===== src/storm_ctl_pkg.sv =====
/*
 * Constants for the global control register slice of a three-port switch:
 * register offsets, field positions, reset values and storm period timing.
 * Assumes a 125 MHz core clock and an 8-bit management register port.
 */
// Operation
// - Bit 5 enables switch MII flow control
// - Bit 4 selects 10 Mbps, else 100
// - Bit 3 replaces null VLAN ID, reset 0
// - Eleven-bit storm limit split over two registers
// - Storm period 67 ms at 100, 500 ms at 10
// - Storm limit resets to 0x063
// - Factory test registers reset 0x4e, 0x24, 0x24
// - Bit 6 enables PHY power save, reset 0
package storm_ctl_pkg;

  // ****************************************
  // Register map
  // ****************************************
  localparam int         ADDR_W            = 8;
  localparam int         DATA_W            = 8;
  localparam int         LIMIT_W           = 11;
  localparam logic [7:0] ADDR_PORT_CTRL    = 8'h06;
  localparam logic [7:0] ADDR_STORM_LOW    = 8'h07;
  localparam logic [7:0] ADDR_FACTORY_A    = 8'h08;
  localparam logic [7:0] ADDR_FACTORY_B    = 8'h09;
  localparam logic [7:0] ADDR_FACTORY_C    = 8'h0a;
  localparam logic [7:0] ADDR_POWER_SAVE   = 8'h0b;

  // ****************************************
  // Field positions
  // ****************************************
  localparam int         BIT_FLOW_CTL      = 5;
  localparam int         BIT_SPEED_10      = 4;
  localparam int         BIT_NULL_VID      = 3;
  localparam int         STORM_HI_MSB      = 2;
  localparam int         BIT_POWER_SAVE    = 6;
  localparam int         PS_LOW_MSB        = 5;

  // ****************************************
  // Reset values
  // ****************************************
  localparam logic [2:0] STORM_HI_RST      = 3'h0;
  localparam logic [7:0] STORM_LOW_RST     = 8'h63;
  localparam logic [7:0] FACTORY_A_RST     = 8'h4e;
  localparam logic [7:0] FACTORY_B_RST     = 8'h24;
  localparam logic [7:0] FACTORY_C_RST     = 8'h24;
  localparam logic [5:0] PS_LOW_RST        = 6'h08;
  localparam logic [7:0] UNMAPPED_RD       = 8'h00;

  // ****************************************
  // Storm measurement period timing
  // ****************************************
  localparam int         CLK_KHZ           = 125000;
  localparam int         PERIOD_100_MS     = 67;
  localparam int         PERIOD_10_MS      = 500;
  localparam int         PERIOD_100_CYC    = PERIOD_100_MS * CLK_KHZ;
  localparam int         PERIOD_10_CYC     = PERIOD_10_MS * CLK_KHZ;

endpackage


===== src/storm_meter.sv =====
/*
 * Per-port broadcast storm meter: counts accepted 64-byte blocks in one
 * measurement period and raises a block flag once the limit is reached.
 * Assumes a one-cycle period tick from the register slice.
 */
`timescale 1ns/1ps
module storm_meter
  import storm_ctl_pkg::*;
(
  input  wire logic               core_clk,
  input  wire logic               reset,
  input  wire logic               period_tick,
  input  wire logic               block_accept,
  input  wire logic [LIMIT_W-1:0] limit,
  output logic                    over_limit
);

  typedef struct packed {
    logic [LIMIT_W-1:0] count;
    logic               over;
  } meter_t;

  meter_t st_reg;
  meter_t st_next;

  // ****************************************
  // Counting
  // ****************************************
  // Count saturates so a long burst cannot wrap and reopen the port
  always_comb begin
    st_next = st_reg;
    if (period_tick) begin
      st_next.count = {{(LIMIT_W-1){1'b0}}, block_accept};
    end else if (block_accept && (st_reg.count != {LIMIT_W{1'b1}})) begin
      st_next.count = st_reg.count + {{(LIMIT_W-1){1'b0}}, 1'b1};
    end
    st_next.over = (st_next.count >= limit);
  end

  always_ff @(posedge core_clk) begin
    if (reset) begin
      st_reg <= '0;
    end else begin
      st_reg <= st_next;
    end
  end

  assign over_limit = st_reg.over;

  // ****************************************
  // Checks
  // ****************************************
  property p_meter_over;
    @(posedge core_clk) disable iff (reset)
      !$past(reset) |-> (over_limit == (st_reg.count >= $past(limit)));
  endproperty
  a_meter_over: assert property (p_meter_over) else $error("storm flag mismatch");

  property p_meter_clear;
    @(posedge core_clk) disable iff (reset)
      ($past(period_tick) && !$past(block_accept) && !$past(reset)) |-> st_reg.count == '0;
  endproperty
  a_meter_clear: assert property (p_meter_clear) else $error("count not cleared");

  c_meter_trip: cover property (@(posedge core_clk) disable iff (reset) $rose(over_limit));

endmodule


===== src/switch_global_control_regs.sv =====
/*
 * Global control register slice 0x06 to 0x0b of a three-port switch:
 * MII flow control and speed straps, null VLAN ID replacement, broadcast
 * storm limit with its measurement period, factory test bytes and PHY
 * power save. Assumes a registered 8-bit management port synchronous to
 * core_clk and strap pins that are stable while reset is high.
 */
`timescale 1ns/1ps
module switch_global_control_regs
  import storm_ctl_pkg::*;
#(
  parameter int NUM_PORTS    = 3,
  parameter int PER_100_CYC  = PERIOD_100_CYC,
  parameter int PER_10_CYC   = PERIOD_10_CYC
)
(
  input  wire logic                 core_clk,
  input  wire logic                 reset,
  input  wire logic                 flow_ctl_strap_pin,
  input  wire logic                 speed_strap_pin,
  input  wire logic [ADDR_W-1:0]    reg_addr,
  input  wire logic                 reg_wr_en,
  input  wire logic [DATA_W-1:0]    reg_wr_data,
  input  wire logic                 reg_rd_en,
  input  wire logic [NUM_PORTS-1:0] block_accept,
  output logic      [DATA_W-1:0]    reg_rd_data,
  output logic                      flow_ctl_en,
  output logic                      speed_10m_sel,
  output logic                      null_vid_replace_en,
  output logic      [LIMIT_W-1:0]   storm_limit,
  output logic                      phy_power_save_en,
  output logic                      storm_period_tick,
  output logic      [NUM_PORTS-1:0] storm_block
);

  localparam int PER_W = $clog2(PER_10_CYC + 1);

  // ****************************************
  // Elaboration checks
  // ****************************************
  if (NUM_PORTS < 1) begin : g_bad_ports
    $error("NUM_PORTS must be at least 1");
  end
  if ((PER_100_CYC < 2) || (PER_10_CYC < PER_100_CYC)) begin : g_bad_period
    $error("storm periods must be at least 2 and ordered");
  end

  typedef struct packed {
    logic              flow_ctl;
    logic              speed_10;
    logic              null_vid;
    logic [2:0]        storm_hi;
    logic [7:0]        storm_lo;
    logic [7:0]        ft_a;
    logic [7:0]        ft_b;
    logic [7:0]        ft_c;
    logic              power_save;
    logic [5:0]        ps_low;
    logic [7:0]        rd_data;
    logic [PER_W-1:0]  period_cnt;
    logic              period_tick;
  } state_t;

  state_t           st_reg;
  state_t           st_next;
  logic [PER_W-1:0] period_last;

  function automatic logic [7:0] read_mux(input state_t s, input logic [7:0] addr);
    logic [7:0] v;
    v = UNMAPPED_RD;
    case (addr)
      ADDR_PORT_CTRL:  v = {2'b00, s.flow_ctl, s.speed_10, s.null_vid, s.storm_hi};
      ADDR_STORM_LOW:  v = s.storm_lo;
      ADDR_FACTORY_A:  v = s.ft_a;
      ADDR_FACTORY_B:  v = s.ft_b;
      ADDR_FACTORY_C:  v = s.ft_c;
      ADDR_POWER_SAVE: v = {1'b0, s.power_save, s.ps_low};
      default:         v = UNMAPPED_RD;
    endcase
    return v;
  endfunction

  // ****************************************
  // Next state
  // ****************************************
  // Period follows the live speed bit; a speed change takes effect mid period
  assign period_last = st_reg.speed_10 ? PER_W'(PER_10_CYC - 1) : PER_W'(PER_100_CYC - 1);

  always_comb begin
    st_next = st_reg;
    st_next.period_tick = (st_reg.period_cnt >= period_last);
    st_next.period_cnt  = st_next.period_tick ? '0 : st_reg.period_cnt + PER_W'(1);
    if (reg_wr_en) begin
      case (reg_addr)
        ADDR_PORT_CTRL: begin
          st_next.flow_ctl = reg_wr_data[BIT_FLOW_CTL];
          st_next.speed_10 = reg_wr_data[BIT_SPEED_10];
          st_next.null_vid = reg_wr_data[BIT_NULL_VID];
          st_next.storm_hi = reg_wr_data[STORM_HI_MSB:0];
        end
        ADDR_STORM_LOW: begin
          st_next.storm_lo = reg_wr_data;
        end
        // Factory bytes stay writable; software is expected to leave them alone
        ADDR_FACTORY_A: begin
          st_next.ft_a = reg_wr_data;
        end
        ADDR_FACTORY_B: begin
          st_next.ft_b = reg_wr_data;
        end
        ADDR_FACTORY_C: begin
          st_next.ft_c = reg_wr_data;
        end
        ADDR_POWER_SAVE: begin
          st_next.power_save = reg_wr_data[BIT_POWER_SAVE];
          st_next.ps_low     = reg_wr_data[PS_LOW_MSB:0];
        end
        default: begin
          st_next.rd_data = st_reg.rd_data;
        end
      endcase
    end
    // Read sees the value before a same-cycle write
    if (reg_rd_en) begin
      st_next.rd_data = read_mux(st_reg, reg_addr);
    end
  end

  // ****************************************
  // State register
  // ****************************************
  // Reset is synchronous, so straps are sampled on every clock edge while reset is high
  always_ff @(posedge core_clk) begin
    if (reset) begin
      st_reg             <= '0;
      st_reg.flow_ctl    <= flow_ctl_strap_pin;
      st_reg.speed_10    <= speed_strap_pin;
      st_reg.null_vid    <= 1'b0;
      st_reg.storm_hi    <= STORM_HI_RST;
      st_reg.storm_lo    <= STORM_LOW_RST;
      st_reg.ft_a        <= FACTORY_A_RST;
      st_reg.ft_b        <= FACTORY_B_RST;
      st_reg.ft_c        <= FACTORY_C_RST;
      st_reg.power_save  <= 1'b0;
      st_reg.ps_low      <= PS_LOW_RST;
    end else begin
      st_reg <= st_next;
    end
  end

  assign reg_rd_data         = st_reg.rd_data;
  assign flow_ctl_en         = st_reg.flow_ctl;
  assign speed_10m_sel       = st_reg.speed_10;
  assign null_vid_replace_en = st_reg.null_vid;
  assign storm_limit         = {st_reg.storm_hi, st_reg.storm_lo};
  assign phy_power_save_en   = st_reg.power_save;
  assign storm_period_tick   = st_reg.period_tick;

  // ****************************************
  // Per-port storm meters
  // ****************************************
  for (genvar p = 0; p < NUM_PORTS; p++) begin : g_meter
    storm_meter u_meter (
      .core_clk     (core_clk),
      .reset        (reset),
      .period_tick  (st_reg.period_tick),
      .block_accept (block_accept[p]),
      .limit        (storm_limit),
      .over_limit   (storm_block[p])
    );
  end

  // ****************************************
  // Checks
  // ****************************************
  property p_strap_flow;
    @(posedge core_clk) disable iff (reset)
      $fell(reset) |-> flow_ctl_en == $past(flow_ctl_strap_pin);
  endproperty
  a_strap_flow: assert property (p_strap_flow) else $error("flow strap lost");

  property p_strap_speed;
    @(posedge core_clk) disable iff (reset)
      $fell(reset) |-> speed_10m_sel == $past(speed_strap_pin);
  endproperty
  a_strap_speed: assert property (p_strap_speed) else $error("speed strap lost");

  property p_wr_flow;
    @(posedge core_clk) disable iff (reset)
      (reg_wr_en && reg_addr == ADDR_PORT_CTRL) |=>
        flow_ctl_en == $past(reg_wr_data[BIT_FLOW_CTL]);
  endproperty
  a_wr_flow: assert property (p_wr_flow) else $error("flow bit write lost");

  property p_reset_defaults;
    @(posedge core_clk) disable iff (reset)
      $fell(reset) |-> (!null_vid_replace_en && storm_limit == 11'h063 && !phy_power_save_en);
  endproperty
  a_reset_defaults: assert property (p_reset_defaults) else $error("bad reset default");

  property p_null_vid;
    @(posedge core_clk) disable iff (reset)
      (reg_wr_en && reg_addr == ADDR_PORT_CTRL) |=>
        null_vid_replace_en == $past(reg_wr_data[BIT_NULL_VID]);
  endproperty
  a_null_vid: assert property (p_null_vid) else $error("null vid bit wrong");

  property p_storm_split;
    @(posedge core_clk) disable iff (reset)
      (reg_rd_en && reg_addr == ADDR_PORT_CTRL) |=> reg_rd_data[2:0] == $past(storm_limit[10:8]);
  endproperty
  a_storm_split: assert property (p_storm_split) else $error("storm high bits misplaced");

  property p_factory;
    @(posedge core_clk) disable iff (reset)
      $fell(reset) |-> (st_reg.ft_a == 8'h4e && st_reg.ft_b == 8'h24 && st_reg.ft_c == 8'h24);
  endproperty
  a_factory: assert property (p_factory) else $error("factory default wrong");

  property p_power_save;
    @(posedge core_clk) disable iff (reset)
      (reg_wr_en && reg_addr == ADDR_POWER_SAVE) |=>
        phy_power_save_en == $past(reg_wr_data[BIT_POWER_SAVE]);
  endproperty
  a_power_save: assert property (p_power_save) else $error("power save write lost");

  // Tick exactly when the count has reached the end; a speed change can overshoot it
  property p_period;
    @(posedge core_clk) disable iff (reset)
      !$past(reset) |->
        (storm_period_tick == ($past(st_reg.period_cnt) >= $past(period_last)));
  endproperty
  a_period: assert property (p_period) else $error("period tick early");

  c_wr_ctrl: cover property (@(posedge core_clk) disable iff (reset)
    reg_wr_en && reg_addr == ADDR_PORT_CTRL);
  c_rd_low: cover property (@(posedge core_clk) disable iff (reset)
    reg_rd_en && reg_addr == ADDR_STORM_LOW);
  c_tick: cover property (@(posedge core_clk) disable iff (reset) storm_period_tick);

endmodule


===== config.mk =====
export PLATFORM = sky130hd
export DESIGN_NAME = switch_global_control_regs
export DESIGN_NICKNAME = d
export VERILOG_FILES = /design/src/storm_ctl_pkg.sv /design/src/storm_meter.sv /design/src/switch_global_control_regs.sv
export SDC_FILE = /design/constraint.sdc
export NUM_CORES = 1
export LEC_CHECK = 0
export ABC_AREA = 1
export BUFFER_PORTS_ARGS = -buffer_cell sky130_fd_sc_hd__buf_2
export CAP_MARGIN = 20
export CORE_ASPECT_RATIO = 0.8
export CORE_MARGIN = 4
export CORE_UTILIZATION = 30
export DETAILED_ROUTE_END_ITERATION = 10
export GPL_TIMING_DRIVEN = 0
export PLACE_DENSITY = 0.45
export SLEW_MARGIN = 30
export SYNTH_ARGS = -nofsm -noshare
export SYNTH_HDL_FRONTEND = slang
export SYNTH_SLANG_ARGS = --single-unit

===== constraint.sdc =====
create_clock -name core_clk -period 6.3 [get_ports core_clk]
set_input_delay 1.89 -clock core_clk [delete_from_list [all_inputs] [get_ports core_clk]]
set_output_delay 1.89 -clock core_clk [all_outputs]
set_load 0.005 [all_outputs]

==> run_results.csv <==
group,metric,value,unit
run_status,status,"finished, final reports clean",
critical_path,reg2reg_from,"g_meter[1].u_meter.st_reg[1]",
logic_synthesis,ys_seq_area_frac,0.335,
critical_path,r2r_cells,17,
min_path,hp-start,"st_reg[56]",
global_routing,gr-usage-met1,0.256,
cells_and_area,layout-drive-gt1-share,0.131,
logic_synthesis,synthesis.area,6990,um^2
global_routing,first_global_vias,6186,
clock_network,cts_tree,"done",
route,routed_wl,20700,um
clock_network,root_buffer,"clkbuf_16",
sta,fin_crit,3.58,ns
clock_network,cts_resized,0,
power,p_clk_frac,0.517,
power,leakage,3.79,nW
global_routing,grt.overflow.total,0,
route,ant_nets,0,
clock_network,htree_levels,4,
cells_and_area,antenna_cells,0,
critical_path,required,6.61,ns
place,pre_cts_ws,2.33,ns
run,max_cap_violations,0,
critical_path,r2r-end,"g_meter[1].u_meter.over_limit",
logic_synthesis,syn_inst,1026,
critical_path,crit_path_start,"block_accept[1]",
sta,fin_crit_sh,0.569,
route,remaining_drc_errors,0,
logic_synthesis,syn_avg_cell_area,6.82,um^2
global_routing,grt_pass1_wl,33600,um
sta,rsz0062_at_grt,"false",
logic_synthesis,ys_seq_elements,116,
sta,worst_clock_skew,0.0108,ns
global_routing,grt_usage,0.169,
die,rows,49,
place,globalplace.congestion,0.819,
critical_path,critPathArrivalTime,3.89,ns
place,io_buffers,47,
clock_network,path_clk_slew,0.05,ns
die,core_area,22700,um^2
route,avgRoutedWirePerCell,14.7,um
die,die_x,179,um
logic_synthesis,ys_warn_count,0,
logic_synthesis,synthFlopType,"dfxtp_1",
power,p_int,1.32,mW
critical_path,crit_fanout,8,
critical_path,path_depth,13,
logic_synthesis,yosys.area.top_type_share,0.326,
critical_path,max_stage_delay,0.33,ns
power,switchingPower,0.432,mW
clock_network,clockBufferDepth,2,
die,start_util,0.308,
die,io_pins,52,
sta,finalHoldViolations,0,
power,cellPowerDensity,215,nW/um^2
logic_synthesis,async_flop_share,0,
clock_network,postCtsSetupBuffers,0,
global_routing,met2_usage,0.241,
route,drt_pass1_iterations,5,
place,dp_hpwl,15800,um
clock_network,clock-sinks,116,
power,p_total,1.75,mW
min_path,hp-class,"flop to flop",
critical_path,path_buf_inv,2,
critical_path,crit_family,"simple AND/OR/NAND/NOR gates",
cells_and_area,nets,1166,
sta,max_freq,0.279,GHz
power,pwr-share-comb,0.055,
power,power_frac_seq,0.429,
critical_path,crit_slowest_cell,"clkbuf_1",
critical_path,critical_path_class,"primary input to flop",
logic_synthesis,synth_edf_count,2,
logic_synthesis,synth_cell_type_count,42,
global_routing,busiest_layer,"met1",
route,initialDrtViolationCount,488,
global_routing,grt_max_degree,17,
sta,finalSetupTns,0,ns
power,peakVddDrop,147,uV
route,via_per_inst,4.63,
critical_path,crit_top_cell,"nand2_1",
sta,final_max_slew_viol_count,0,
clock_network,cts_buffers,17,
global_routing,antenna_found_initial,0,
critical_path,end_kind,"flop",
critical_path,endpoint,"g_meter[1].u_meter.over_limit",
power,switching_share,0.247,
critical_path,crit_chain,"clkbuf_1 > nand2_2 > nand2_1 > nand2_1 > nand2_1 > inv_1 > ha_1 > nand2_1 > nor2_1 > nand3_1 > nor4b_1 > nor2_1 > nor2_1",
logic_synthesis,yosys-top-cells-area,"dfxtp_1 (33%), nand2_1 (12%), ha_1 (8.8%)",
global_routing,global_route.usage.met3,0.0324,
logic_synthesis,yosys.area.top_type,"dfxtp_1",
sta,setup_viol,0,
sta,max-slew-margin-rel,0.517,
sta,worst_slack,2.72,ns
critical_path,worst_setup_path_start_kind,"primary input",
clock_network,hold_buffers,0,
logic_synthesis,yosysMostFrequentCell,"nand2_1",
sta,worst_slew_pin_slew,0.725,ns
clock_network,insertion_delay,0.43,ns
cells_and_area,area_growth,16.7,%
route,vias,6532,
cells_and_area,largest_reg_flops,56,
logic_synthesis,netlist_top_cells_count,"nand2_1 (225), nor2_1 (136), inv_1 (119)",
critical_path,r2r_slack,3.35,ns
die,die_h,145,um
die,die_area,25800,um^2
logic_synthesis,synth.net_count,1100,
layout by cell type, fill, tap and decap left out, drive strengths merged:
cell and count:
nand2 231, nand3 97, nand3b 5, a31oi 1, nor2 144, o21ai 50
nor4b 3, clkinv 8, a211oi 6, and2 1, ha 49, o31ai 1
buf 80, inv 131, o21bai 2, nor3 29, o2111ai 1, and3 2
edfxtp 2, o211ai 13, dfxtp 114, clkbuf 41, clkinvlp 2, nand4 13
a21boi 1, xnor2 8, o21a 3, nor4 1, xor2 15, a21oi 51
layout make-up:
cell class	count	area, um^2
inverters	132	495
clock inverters	9	51.3
flip-flops and latches	116	2340
fillers	2501	14500
multi-input cells	727	3860
plain buffers	51	297
repair buffers	47	235
well taps	306	383
clock buffers	23	498
metrics by stage:
step           instance area [um^2]  hold slack [ns]  instances  utilization
5_1_grt                        8160            0.495       1411        0.360
3_3_place_gp                   7610            0.459       1379        0.336
6_report                       8160            0.464       1411        0.360
3_5_place_dp                   7610            0.464       1379        0.336
2_1_floorplan                  6990            0.430       1026            -
4_1_cts                        8160            0.475       1411        0.360
per-layer routing:
metal,part of all wire,up-vias
met1,0.54,2932
met5,0,-
li1,-,3455
met4,0.015,0
met2,0.40,125
met3,0.045,20
logic make-up after synthesis:
logic type / synth area share
adder cells (fa/ha/maj): 0.0877
AO/OA/AOI/OAI: 0.102
flip-flops: 0.335
buffers and inverters: 0.113
XOR/XNOR: 0.0288
AND/OR/NAND/NOR: 0.333
power by group through the flow:
stage	Clock (mW)	Combinational (mW)	Sequential, mW
after floorplan	0	0.0594	0.765
after global placement	0	0.0958	0.767
after detailed placement	0	0.0959	0.767
after CTS	0.933	0.0963	0.751
after global routing	0.964	0.109	0.752
final	0.906	0.0957	0.752
how the worst min path moves through the flow:
stage                      to  slack [ns]  depth (start not counted)
2_1_floorplan      st_reg[56]        0.43                          2
5_1_grt        reg_rd_data[5]        0.49                          2
4_1_cts        reg_rd_data[1]        0.48                          2
3_3_place_gp       st_reg[60]        0.46                          2
6_report           st_reg[56]        0.46                          2
3_5_place_dp       st_reg[61]        0.46                          2
worst min-delay path, stage by stage, from the launching register on:
cell and delay (ns):
dfxtp_1 0.29, inv_1 0.07, a21oi_1 0.06
No activity file was read; power rests on OpenSTA's default activity.
